### config.mk
export PLATFORM = sky130hd
export DESIGN_NAME = bit_manipulation_exec_unit
export DESIGN_NICKNAME = d
export VERILOG_FILES = /design/src/rtl/bitman_pkg.sv /design/src/rtl/data_nibble_ram.sv /design/src/rtl/bit_port_bank.sv /design/src/rtl/bit_manipulation_exec_unit.sv
export VERILOG_INCLUDE_DIRS = /design/src /design/src/rtl
export SDC_FILE = /design/constraint.sdc
export NUM_CORES = 2
export LEC_CHECK = 0
export ABC_AREA = 1
export BUFFER_PORTS_ARGS = -buffer_cell sky130_fd_sc_hd__buf_2
export CAP_MARGIN = 10
export CORE_MARGIN = 3
export CORE_UTILIZATION = 31
export DETAILED_ROUTE_END_ITERATION = 12
export PLACE_DENSITY_LB_ADDON = 0.08
export REMOVE_ABC_BUFFERS = 1
export SYNTH_ARGS = -nofsm -noshare
export SYNTH_HDL_FRONTEND = slang
export SYNTH_SLANG_ARGS = --single-unit
### constraint.sdc
create_clock -name clock -period 16.15 [get_ports clock]
set_clock_uncertainty 0.15 [all_clocks]
set_input_delay 4.845 -clock clock [delete_from_list [all_inputs] [get_ports clock]]
set_output_delay 4.845 -clock clock [all_outputs]
set_load 0.02 [all_outputs]
### src/rtl/bitman_consts.svh
// Constants of the bit-manipulation execute unit: opcodes, offsets, fields, resets
`ifndef BITMAN_CONSTS_SVH
`define BITMAN_CONSTS_SVH

// ==========================================================
// Single-byte opcodes
`define OP_TEST_POSITIVE_OP_GF 8'h01
`define OP_CLR_GF 8'h02
`define OP_SET_GF 8'h03
`define OP_TEST_POSITIVE_OP_CF 8'h04
`define OP_TEST_POSITIVE_OP_ZF 8'h0e
`define OP_SET_PTR 8'h34
`define OP_TEST_PTR 8'h37
// Upper five bits of the pointer-pair bit group; bit 2 picks clear
`define OP_HL_GROUP 5'h0a
`define OP_HL_CLR_POS 2

// ==========================================================
// Two-byte prefixes and second-byte sub-operations
`define OP_PFX_MEM 8'h39
`define OP_PFX_PORT 8'h3b
`define SUB_SET 2'b00
`define SUB_TEST 2'b10
`define SUB_TEST_POSITIVE_OP 2'b11
// Pointer ports sit at port numbers four to seven
`define PTR_PORT_HI 2'b01
`define PAGE0_HI 4'h0

// ==========================================================
// Register map, byte addresses
`define REG_FLAGS 12'h000
`define REG_POINTER 12'h004
`define REG_STATUS 12'h008
`define MEM_WIN_HI 2'b01

// ==========================================================
// Field positions and reset values
`define FLAG_CF 0
`define FLAG_ZF 1
`define FLAG_GF 2
`define FLAG_SF 3
`define STATUS_PEND 8
`define FLAGS_RESET 4'h0
`define POINTER_RESET 4'h0
`define FIRST_RESET 8'h00

`endif

### src/rtl/bitman_pkg.sv
// Types shared by the bit-manipulation execute unit
package bitman_pkg;

   // ==========================================================
   // Instruction fetch state
   typedef enum logic {ST_FIRST, ST_SECOND} fetch_state_t;

endpackage

### src/rtl/data_nibble_ram.sv
// Nibble-wide data memory with one write port and two read ports
`timescale 1ns/1ps
`default_nettype none

module data_nibble_ram #(
   parameter int ADDR_W = 8
) (
   input wire logic clock,
   input wire logic we,
   input wire logic [ADDR_W-1:0] waddr,
   input wire logic [3:0] wdata,
   input wire logic [ADDR_W-1:0] raddr_a,
   input wire logic [ADDR_W-1:0] raddr_b,
   output logic [3:0] rdata_a,
   output logic [3:0] rdata_b
);

   // No reset: contents are undefined until written
   logic [3:0] mem_q [0:(1<<ADDR_W)-1];

   always_ff @(posedge clock)
   begin
      if (we)
      begin
         mem_q[waddr] <= wdata;
      end
   end

   // Read-modify-write in one cycle needs the asynchronous read
   assign rdata_a = mem_q[raddr_a];
   assign rdata_b = mem_q[raddr_b];

endmodule

`default_nettype wire

### src/rtl/bit_port_bank.sv
// Port output latches with bit set and bit read-back
`timescale 1ns/1ps
`default_nettype none

module bit_port_bank #(
   parameter int NPORT = 16,
   parameter logic [NPORT-1:0] OUT_MASK = 16'h000f
) (
   input wire logic clock,
   input wire logic sys_rst,
   input wire logic set_en,
   input wire logic [3:0] set_port,
   input wire logic [1:0] set_bit,
   input wire logic [3:0] rd_port,
   input wire logic [1:0] rd_bit,
   input wire logic rd_pin_only,
   input wire logic [NPORT*4-1:0] pin_in,
   output logic [NPORT*4-1:0] latch_out,
   output logic rd_value
);

   logic [NPORT*4-1:0] latch_q;
   logic [NPORT*4-1:0] latch_d;

   for (genvar i = 0; i < NPORT; i++)
   begin : g_port
      assign latch_d[i*4 +: 4] = latch_q[i*4 +: 4] |
         ((set_en && set_port == 4'(i)) ? (4'h1 << set_bit) : 4'h0);
   end

   always_ff @(posedge clock)
   begin
      if (sys_rst)
      begin
         latch_q <= '0;
      end
      else
      begin
         latch_q <= latch_d;
      end
   end

   assign latch_out = latch_q;
   // Output ports read back their latch unless rd_pin_only is set, all others the pin
   assign rd_value = (OUT_MASK[rd_port] && !rd_pin_only) ? latch_q[{rd_port, rd_bit}]
      : pin_in[{rd_port, rd_bit}];

endmodule

`default_nettype wire

### src/rtl/bit_manipulation_exec_unit.sv
// Bit-manipulation instruction decode and execute unit with Avalon-MM registers
// Contract
// - Test of a page-0 memory bit loads the status flag with the inverted bit.
// - Test of a port bit loads the status flag with the inverted latch or pin bit.
// - Pointer port test takes low pointer 3:2 plus four as port, 1:0 as bit, inverted pin.
// - Test-positive carry copies carry into status, then sets carry to one.
// - Test-positive zero copies the zero flag into status and leaves other flags.
// - Test-positive general copies the general flag into status.
// - Test-positive of a page-0 memory bit copies the bit into status.
// - Test-positive of a port bit copies latch or pin bit into status.
// - Set-general writes one to the general flag and one to status.
// - Clear-general writes zero to the general flag and one to status.
// - Set of a pointer-pair memory bit writes that bit to one and status to one.
// - Set of a page-0 memory bit writes that bit to one and status to one.
// - Set of a port bit writes the latch bit to one and status to one.
//
// The placing of the registers and the Avalon-MM register port were left to the implementer.
`timescale 1ns/1ps
`default_nettype none
`include "bitman_consts.svh"

module bit_manipulation_exec_unit #(
   parameter logic [15:0] OUT_PORT_MASK = 16'h000f
) (
   input wire logic clock,
   input wire logic sys_rst,
   input wire logic ins_valid,
   input wire logic [7:0] ins_byte,
   output logic ins_ready,
   input wire logic [11:0] avs_address,
   input wire logic avs_read,
   input wire logic avs_write,
   input wire logic [31:0] avs_writedata,
   input wire logic [3:0] avs_byteenable,
   output logic [31:0] avs_readdata,
   output logic avs_waitrequest,
   input wire logic [63:0] port_pin_in,
   output logic [63:0] port_latch_out,
   output logic status_flag,
   output logic carry_flag,
   output logic zero_flag,
   output logic general_flag
);

   // ==========================================================
   // State
   bitman_pkg::fetch_state_t st_q;
   bitman_pkg::fetch_state_t st_d;
   logic [7:0] first_q;
   logic [7:0] first_d;
   logic [3:0] flags_q;
   logic [3:0] flags_d;
   logic [3:0] hi_ptr_q;
   logic [3:0] hi_ptr_d;
   logic [3:0] low_pointer_q;
   logic [3:0] low_pointer_d;
   logic rd_done_q;
   logic rd_done_d;
   logic [31:0] rdata_q;
   logic [31:0] rdata_d;

   logic exec_one;
   logic exec_two;
   logic exec_any;
   logic is_mem2;
   logic is_port2;
   logic is_hl_op;
   logic [1:0] sub_op;
   logic [1:0] bsel;
   logic [3:0] operand;
   logic [7:0] ram_raddr_a;
   logic [3:0] ram_rd_a;
   logic [3:0] ram_rd_b;
   logic ram_we;
   logic [7:0] ram_waddr;
   logic [3:0] ram_wdata;
   logic mem_bit;
   logic mem_hit;
   logic port_set_en;
   logic [3:0] port_sel;
   logic [1:0] port_bit;
   logic port_pin_only;
   logic port_val;
   logic bus_wr;

   function automatic logic [3:0] bit_mask(input logic [1:0] idx);
      bit_mask = 4'h1 << idx;
   endfunction

   // ==========================================================
   // Decode
   assign ins_ready = 1'b1;
   assign sub_op = ins_byte[7:6];
   assign operand = ins_byte[3:0];
   assign bsel = (st_q == bitman_pkg::ST_SECOND) ? ins_byte[5:4] : ins_byte[1:0];
   assign exec_one = ins_valid && st_q == bitman_pkg::ST_FIRST &&
      ins_byte != `OP_PFX_MEM && ins_byte != `OP_PFX_PORT;
   assign exec_two = ins_valid && st_q == bitman_pkg::ST_SECOND;
   // Bus writes wait while an instruction executes, so no flag has two writers
   assign exec_any = exec_one || exec_two;
   assign is_mem2 = exec_two && first_q == `OP_PFX_MEM;
   assign is_port2 = exec_two && first_q == `OP_PFX_PORT;
   assign is_hl_op = exec_one && ins_byte[7:3] == `OP_HL_GROUP;
   assign mem_hit = avs_address[11:10] == `MEM_WIN_HI;
   assign bus_wr = avs_write && !exec_any && avs_byteenable[0];

   // ==========================================================
   // Data memory access
   assign ram_raddr_a = (st_q == bitman_pkg::ST_SECOND) ? {`PAGE0_HI, operand}
      : {hi_ptr_q, low_pointer_q};
   assign mem_bit = |(ram_rd_a & bit_mask(bsel));

   always_comb
   begin
      ram_we = 1'b0;
      ram_waddr = ram_raddr_a;
      ram_wdata = ram_rd_a;
      if (is_hl_op && !ins_byte[`OP_HL_CLR_POS])
      begin
         ram_we = 1'b1;
         ram_wdata = ram_rd_a | bit_mask(bsel);
      end
      else if (is_hl_op)
      begin
         ram_we = 1'b1;
         ram_wdata = ram_rd_a & ~bit_mask(bsel);
      end
      else if (is_mem2 && sub_op == `SUB_SET)
      begin
         ram_we = 1'b1;
         ram_wdata = ram_rd_a | bit_mask(bsel);
      end
      else if (bus_wr && mem_hit)
      begin
         ram_we = 1'b1;
         ram_waddr = avs_address[9:2];
         ram_wdata = avs_writedata[3:0];
      end
   end

   data_nibble_ram #(.ADDR_W(8)) u_ram (
      .clock(clock),
      .we(ram_we),
      .waddr(ram_waddr),
      .wdata(ram_wdata),
      .raddr_a(ram_raddr_a),
      .raddr_b(avs_address[9:2]),
      .rdata_a(ram_rd_a),
      .rdata_b(ram_rd_b)
   );

   // ==========================================================
   // Ports
   assign port_sel = is_port2 ? operand : {`PTR_PORT_HI, low_pointer_q[3:2]};
   assign port_bit = is_port2 ? bsel : low_pointer_q[1:0];
   assign port_pin_only = !is_port2;
   assign port_set_en = (is_port2 && sub_op == `SUB_SET) ||
      (exec_one && ins_byte == `OP_SET_PTR);

   bit_port_bank #(.NPORT(16), .OUT_MASK(OUT_PORT_MASK)) u_ports (
      .clock(clock),
      .sys_rst(sys_rst),
      .set_en(port_set_en),
      .set_port(port_sel),
      .set_bit(port_bit),
      .rd_port(port_sel),
      .rd_bit(port_bit),
      .rd_pin_only(port_pin_only),
      .pin_in(port_pin_in),
      .latch_out(port_latch_out),
      .rd_value(port_val)
   );

   // ==========================================================
   // Fetch, flags, pointer and bus registers
   always_comb
   begin
      st_d = st_q;
      first_d = first_q;
      flags_d = flags_q;
      hi_ptr_d = hi_ptr_q;
      low_pointer_d = low_pointer_q;
      if (ins_valid && st_q == bitman_pkg::ST_FIRST && !exec_one)
      begin
         st_d = bitman_pkg::ST_SECOND;
         first_d = ins_byte;
      end
      else if (exec_two)
      begin
         st_d = bitman_pkg::ST_FIRST;
      end
      if (exec_one)
      begin
         case (ins_byte)
            `OP_TEST_POSITIVE_OP_CF:
            begin
               flags_d[`FLAG_SF] = flags_q[`FLAG_CF];
               flags_d[`FLAG_CF] = 1'b1;
            end
            `OP_TEST_POSITIVE_OP_ZF: flags_d[`FLAG_SF] = flags_q[`FLAG_ZF];
            `OP_TEST_POSITIVE_OP_GF: flags_d[`FLAG_SF] = flags_q[`FLAG_GF];
            `OP_SET_GF: flags_d[`FLAG_SF] = 1'b1;
            `OP_CLR_GF: flags_d[`FLAG_SF] = 1'b1;
            `OP_TEST_PTR: flags_d[`FLAG_SF] = ~port_val;
            `OP_SET_PTR: flags_d[`FLAG_SF] = 1'b1;
            default: flags_d[`FLAG_SF] = is_hl_op ? 1'b1 : flags_q[`FLAG_SF];
         endcase
         if (ins_byte == `OP_SET_GF)
         begin
            flags_d[`FLAG_GF] = 1'b1;
         end
         if (ins_byte == `OP_CLR_GF)
         begin
            flags_d[`FLAG_GF] = 1'b0;
         end
      end
      else if (exec_two)
      begin
         case (sub_op)
            `SUB_TEST: flags_d[`FLAG_SF] = is_mem2 ? ~mem_bit : ~port_val;
            `SUB_TEST_POSITIVE_OP: flags_d[`FLAG_SF] = is_mem2 ? mem_bit : port_val;
            `SUB_SET: flags_d[`FLAG_SF] = 1'b1;
            default: flags_d[`FLAG_SF] = flags_q[`FLAG_SF];
         endcase
      end
      else if (bus_wr && avs_address == `REG_FLAGS)
      begin
         flags_d = avs_writedata[3:0];
      end
      if (bus_wr && avs_address == `REG_POINTER)
      begin
         {hi_ptr_d, low_pointer_d} = avs_writedata[7:0];
      end
   end

   // Reads take two cycles so that read data always comes from a flop
   always_comb
   begin
      rd_done_d = avs_read && !rd_done_q;
      rdata_d = rdata_q;
      if (avs_read && !rd_done_q)
      begin
         if (mem_hit)
         begin
            rdata_d = {28'h0, ram_rd_b};
         end
         else
         begin
            case (avs_address)
               `REG_FLAGS: rdata_d = {28'h0, flags_q};
               `REG_POINTER: rdata_d = {24'h0, hi_ptr_q, low_pointer_q};
               `REG_STATUS: rdata_d = {23'h0, st_q == bitman_pkg::ST_SECOND, first_q};
               default: rdata_d = 32'h0;
            endcase
         end
      end
   end

   always_ff @(posedge clock)
   begin
      if (sys_rst)
      begin
         st_q <= bitman_pkg::ST_FIRST;
         first_q <= `FIRST_RESET;
         flags_q <= `FLAGS_RESET;
         hi_ptr_q <= `POINTER_RESET;
         low_pointer_q <= `POINTER_RESET;
         rd_done_q <= 1'b0;
         rdata_q <= 32'h0;
      end
      else
      begin
         st_q <= st_d;
         first_q <= first_d;
         flags_q <= flags_d;
         hi_ptr_q <= hi_ptr_d;
         low_pointer_q <= low_pointer_d;
         rd_done_q <= rd_done_d;
         rdata_q <= rdata_d;
      end
   end

   assign avs_waitrequest = avs_read ? !rd_done_q : (avs_write && exec_any);
   assign avs_readdata = rdata_q;
   assign status_flag = flags_q[`FLAG_SF];
   assign carry_flag = flags_q[`FLAG_CF];
   assign zero_flag = flags_q[`FLAG_ZF];
   assign general_flag = flags_q[`FLAG_GF];
endmodule

`default_nettype wire

## Word level (Yosys, flattened, before mapping)

Memory sizes are Yosys's and may differ from the RTL's.
Index checks and enable logic that the tools add are counted.
W data, S select, Z words.

- Flip-flop bits (word level): 118
- Latch bits: 0
- RAM bits: 1024
- Bits in read-only memories: 16
- Bits of input ports: 125
- Output and inout bits: 102
- Word-level logic and storage cells: 191
- Memories: 2

Memory list:

| memory | words | bits a word | rd ports | clocked after memory_dff | write ports | RTL line | source |
|---|---|---|---|---|---|---|---|
| u_ram.mem_q | 256 | 4 | 2 | 0 | 1 | data_nibble_ram.sv:19 | `logic [3:0] mem_q [0:(1<<ADDR_W)-1];` |
| (name not given) | 16 | 1 | 1 | 0 | 0 | bit_port_bank.sv:45 | `assign rd_value = (OUT_MASK[rd_port] && !rd_pin_only) ? latch_q[{rd_port, rd_bit}]` |

- Add/sub/neg operators: 0
- $mul: 0
- Div/mod/pow operators: 0
- Order comparisons: 2
- Eq/ne operators: 37
- Shift-type cells: 2
- Muxes and demuxes: 58
- Bitwise gates (word level): 25
- Reductions and logical operators: 54

Operator list:

| operator | count |
|---|---|
| $mux W4 | 22 |
| $or A4 B4 Y4 | 17 |
| $mux W8 | 5 |
| $logic_and A1 B1 Y1 | 36 |
| $eq A4 B4 Y1 const B | 8 |
| $eq A8 B6 Y1 const B | 4 |
| $pmux W9 S3 | 1 |
| $mux W1 | 21 |
| $eq A4 B3 Y1 const B | 4 |
| $eq A8 B2 Y1 const B | 2 |
| $ne A8 B6 Y1 const B | 2 |
| $bmux W1 S6 | 2 |
| $eq A12 B3 Y1 const B | 1 |
| $eq A12 B4 Y1 const B | 1 |
| $logic_not A12 Y1 | 1 |
| $reduce_and A3 Y1 | 4 |
| $mux W9 | 1 |
| $and A4 B4 Y4 | 2 |
| $eq A4 B2 Y1 const B | 2 |
| $eq A8 B1 Y1 const B | 1 |
| $eq A8 B3 Y1 const B | 1 |
| $eq A8 B4 Y1 const B | 1 |
| $shl A1 B2 Y4 const A | 2 |
| $lt A6 B7 Y1 const B | 1 |
| 24 further kinds | 36 |

## Longest topological paths before layout

- Word-level depth: 15
- Mapped depth: 26
- Mapped depth without buffers: 24

## Hierarchy

Synthesis repeated with hierarchy kept, for this count alone.

- Cells, all modules: 6907
- Area total of the unflattened synthesis: 58707.6 µm²

Modules (own cells, without submodules):

| module | instances | cells each | area each (µm²) | sequential area each (µm²) |
|---|---|---|---|---|
| data_nibble_ram | 1 | 6022 | 53122.2 | 30749.5 |
| bit_port_bank | 1 | 490 | 3145.5 | 1281.2 |
| bit_manipulation_exec_unit | 1 | 395 | 2439.8 | 620.6 |

## Least setup slack after synthesis

OpenSTA, ideal clock, no wires.

- Path kind: input to register
- Start point: input port ins_byte[0]
- End point: memory u_ram.mem_q[0][0], data pin
- Setup time: 1.579 ns
- Arrival: 13.447 ns
- Data required time: 14.421 ns
- Setup slack: 0.974 ns
- Stages: 17
- Buffers on the path: 3
- Cells stage by stage: clkbuf_2 nand2_2 nand2_2 buf_2 clkbuf_1 nand2_1 nand3_1 nand3_1 nand3_1 nand3_1 nand3_1 nand3_1 nand3_1 nand2_1 o211ai_1 a21oi_1 a21oi_1

- Cells in the longest elaborated chain, start to end: 12
- Elaborated cells between the ends (all ways): 22
- Those cells by class: eq/ne: 2; shift: 1; mux: 6; bitwise: 3; reduce/logical: 9; memory: 1

Ends and longest elaborated chain:

| element | RTL line | source |
|---|---|---|
| from (decl) | bit_manipulation_exec_unit.sv:28 | `input wire logic [7:0] ins_byte,` |
| branches (longest 11 deep; another with $mem_v2 Z256 W4) | - |  |
| $mux W4 (*) | bit_manipulation_exec_unit.sv:118 | `` if (is_hl_op && !ins_byte[`OP_HL_CLR_POS]) `` |
| via ram_wdata[0] | bit_manipulation_exec_unit.sv:76 | `logic [3:0] ram_wdata;` |
| to (decl) | data_nibble_ram.sv:19 |  |

Mark *: on every way through the listed nets, which the timed path passes.

## Final worst setup path

- Start point: input port ins_byte[6]
- End point: output port avs_waitrequest

- Cells in the longest elaborated chain, start to end: 6
- Elaborated cells between the ends (all ways): 7
- Those cells by class: eq/ne: 2; mux: 1; reduce/logical: 4

Ends and longest elaborated chain:

| element | RTL line | source |
|---|---|---|
| $ne A8 B6 Y1 (no source line) | - |  |
| $logic_and A1 B1 Y1 (no source line) | - |  |
| $logic_and A1 B1 Y1 (no source line) (*) | - |  |
| $logic_or A1 B1 Y1 (*) | bit_manipulation_exec_unit.sv:100 | `assign exec_any = exec_one \|\| exec_two;` |
| $logic_and A1 B1 Y1 (*) | bit_manipulation_exec_unit.sv:283 | `assign avs_waitrequest = avs_read ? !rd_done_q : (avs_write && exec_any);` |
| $mux W1 (*) | bit_manipulation_exec_unit.sv:283 |  |
| to (decl) | bit_manipulation_exec_unit.sv:36 | `output logic avs_waitrequest,` |

Mark *: on every way between the ends. The rest lies on a longest branch, timed or not.

==> impl_metrics.json <==
{
  "synth_mux_area_share_pct": 0,
  "clkTransAtPathRegs_ps": 60,
  "worst_path_dominant_cell_family": "simple AND/OR/NAND/NOR gates",
  "grt_pass1_wl_mm": 342,
  "crit_buf_inv": 5,
  "die_w_um": 433,
  "antenna_found_initial": 14,
  "ys.flop_type": "edfxtp_1",
  "die_y_um": 433,
  "fmax_mhz": 87.3,
  "max-slew-margin-rel_pct": 23.7,
  "cts_tree": "done",
  "leakagePower_uw": 0.0237,
  "slew_viol_final": 0,
  "rsz0062_at_grt": "no",
  "die-area_sq_um": 187000,
  "coreArea_sq_um": 181000,
  "startpoint_type": "input pin",
  "synth-simple-area-share_pct": 21.6,
  "ir_worst_vdd_v": 0.0000813,
  "drt-total-wl_mm": 243,
  "fin_nets": 6329,
  "fin_crit_sh_pct": 71.0,
  "setup_viol": 0,
  "synth_top_area_cell": "edfxtp_1",
  "place.gp.congestion": 0.853,
  "stdcell_area_sq_um": 63900,
  "via_per_inst": 5.53,
  "yosysUniqueCellTypes": 51,
  "synth-warning-count": 0,
  "holdWs_ps": 291,
  "worstPathRequired_ps": 11150,
  "wl_per_cell_um": 28.0,
  "finalCriticalPeriod_ps": 11460,
  "synth_fa_ha_area_share_pct": 0.0664,
  "synth_top_family_by_area": "simple AND/OR/NAND/NOR gates",
  "async_reset_ff_share_pct": 0,
  "syn_area_per_cell_sq_um": 9.07,
  "ant_nets": 0,
  "worstSkewPairLatency_ps": 790,
  "hold_viol_final": 0,
  "drt_iter0_drc": 5367,
  "path_cells": "buf_2, inv_1, ha_1, inv_1, nor3_2, nand4_1, nand2_2, inv_2, nor2_4, o21ai_0, buf_2",
  "layout-drive-gt1-share_pct": 8.45,
  "regArea_sq_um": 32700,
  "cpPeakStageDelay_ps": 210,
  "final_cell_mix": "nand2_1, edfxtp_1, nand3_1, inv_1, nor2_1",
  "multiInputGateArea_sq_um": 19200,
  "cts.hold.buffers_added": 0,
  "clockBufferDepth": 3,
  "worst_pin_slew_ps": 1130,
  "synth_top_area_share_pct": 54.4,
  "synth_edf_count": 1024,
  "critPathArrivalTime_ps": 6470,
  "maxCapViolCount": 0,
  "min_path_type": "register to register",
  "area_growth_pct": 13.0,
  "final_common_cell": "nand2_1",
  "synthTopCellsByArea": "edfxtp_1, nand2_1, nand3_1",
  "synth_compound_area_share_pct": 11.8,
  "first_global_vias": 46100,
  "post_cts_resized": 0,
  "numPortBuffers": 159,
  "fillerInstances": 18400,
  "dp_hpwl_mm": 142,
  "dp.cells": 8432,
  "crit_slowest_cell": "ha_1",
  "overflow": 0,
  "drc_errors": 0,
  "ys_ff_latch": 1119,
  "yosysSeqAreaShare_pct": 57.8,
  "synth_cells": 6231,
  "root_buffer": "clkbuf_16",
  "power.density_nw_per_um2": 111,
  "crit_fanout": 8,
  "cts_sinks": 1119,
  "cts_buffers": 137,
  "grt_max_degree": 179,
  "dr_total_vias": 48000,
  "start_util_pct": 31.2,
  "grt.total_usage_pct": 25.3,
  "synth-xor-area-share_pct": 0,
  "outcome": "finished clean",
  "htreeDepth": 4,
  "drtPass1Iterations": 7,
  "cts_setup_buffers": 0,
  "r2r_setup_slack_ps": 9370,
  "ios": 227,
  "fp-row-count": 156,
  "place_area_sq_um": 59400,
  "worst_setup_path_end_kind": "primary output",
  "fin_cells": 8681,
  "netlist_area_sq_um": 56500,
  "path_class": "input pin to primary output"
}
[kinds of logic (layout without fill, tap and decap cells)]
family | Yosys count | after routing
and+or+nand+nor | 2859 | 2859
DFF | 1119 | 1119
adders and majority gates | 3 | 3
AOI/OAI and AO/OA | 1044 | 1044
buffers and inverters | 1204 | 1256
other | 2 | 30
[where the power goes]
part           leakage [uW]  internal [uW]  switching [uW]
logic                0.0116            152             570
registers           0.00999           3250            2.60
clock network       0.00215           1830            1260
total                0.0237           5240            1830
[metal layers]
layer / global-route usage [%] / up-vias / share of wire, %
li1: - / 21600 / -
met1: 34.2 / 23800 / 43
met2: 40.5 / 2190 / 46
met3: 4.13 / 497 / 7.6
met4: 10.2 / 10 / 4.1
met5: 0 / - / 0.027
[sequential cells by signal, indices dropped and copies added, names as in the netlist, 4 cells and up]
signal,count
avs_readdata,9
first_q,8
flags_q,4
hi_ptr_q,4
low_pointer_q,4
u_ports.latch_out,64
u_ram.mem_q,1024
[final timing paths]
path	end	from	cells after the start
min	first_q[2]	first_q[2]	2
min reg2reg	first_q[2]	first_q[2]	2
max reg2reg	u_ram.mem_q[250][0]	st_q	19
max	avs_waitrequest	ins_byte[6]	11
[area by class of cell]
cell class,count,share of cell area (%)
timing repair buffer,278,2.91
clock buffer,189,6.07
tap,2370,4.64
sequential,1119,51.1
inverter,735,4.37
clock inverter,54,0.846
multi-input combinational,3930,30.0
antenna,6,0.0235
[per-stage QoR]
stage	utilization, %	TNS (ps)	total power (uW)	setup WS (ps)
2_1_floorplan	-	-3271160	3770	-4330
3_3_place_gp	32.8	0	4030	4670
3_5_place_dp	32.8	0	4030	4670
4_1_cts	35.3	0	7130	4660
5_1_grt	35.3	0	7290	4530
6_report	35.3	0	7070	4690
[synth_stat cells, types with 10 or more instances]
| library cell | instances |
|---|---|
| o211ai_1 | 148 |
| a22oi_1 | 72 |
| o311ai_0 | 22 |
| buf_4 | 34 |
| nand4_1 | 41 |
| a221oi_1 | 42 |
| a22o_1 | 10 |
| nor3_1 | 28 |
| nand3_1 | 963 |
| o21ai_1 | 29 |
| a21oi_1 | 210 |
| buf_1 | 30 |
| edfxtp_1 | 1024 |
| a211oi_1 | 15 |
| inv_1 | 717 |
| o22ai_1 | 147 |
| nand2_2 | 10 |
| buf_2 | 215 |
| o2111ai_1 | 31 |
| inv_2 | 13 |
| nand2_1 | 1319 |
| nor2_1 | 478 |
| clkbuf_1 | 183 |
| o21ai_0 | 238 |
| dfxtp_1 | 95 |
| o221ai_1 | 45 |
[tightest hold or removal path, delay by kind of cell, from the launching register on]
kind          cells  cell delay (ps)
flops             1              310
simple gates      2               90
No activity file was read; power rests on OpenSTA's default activity.
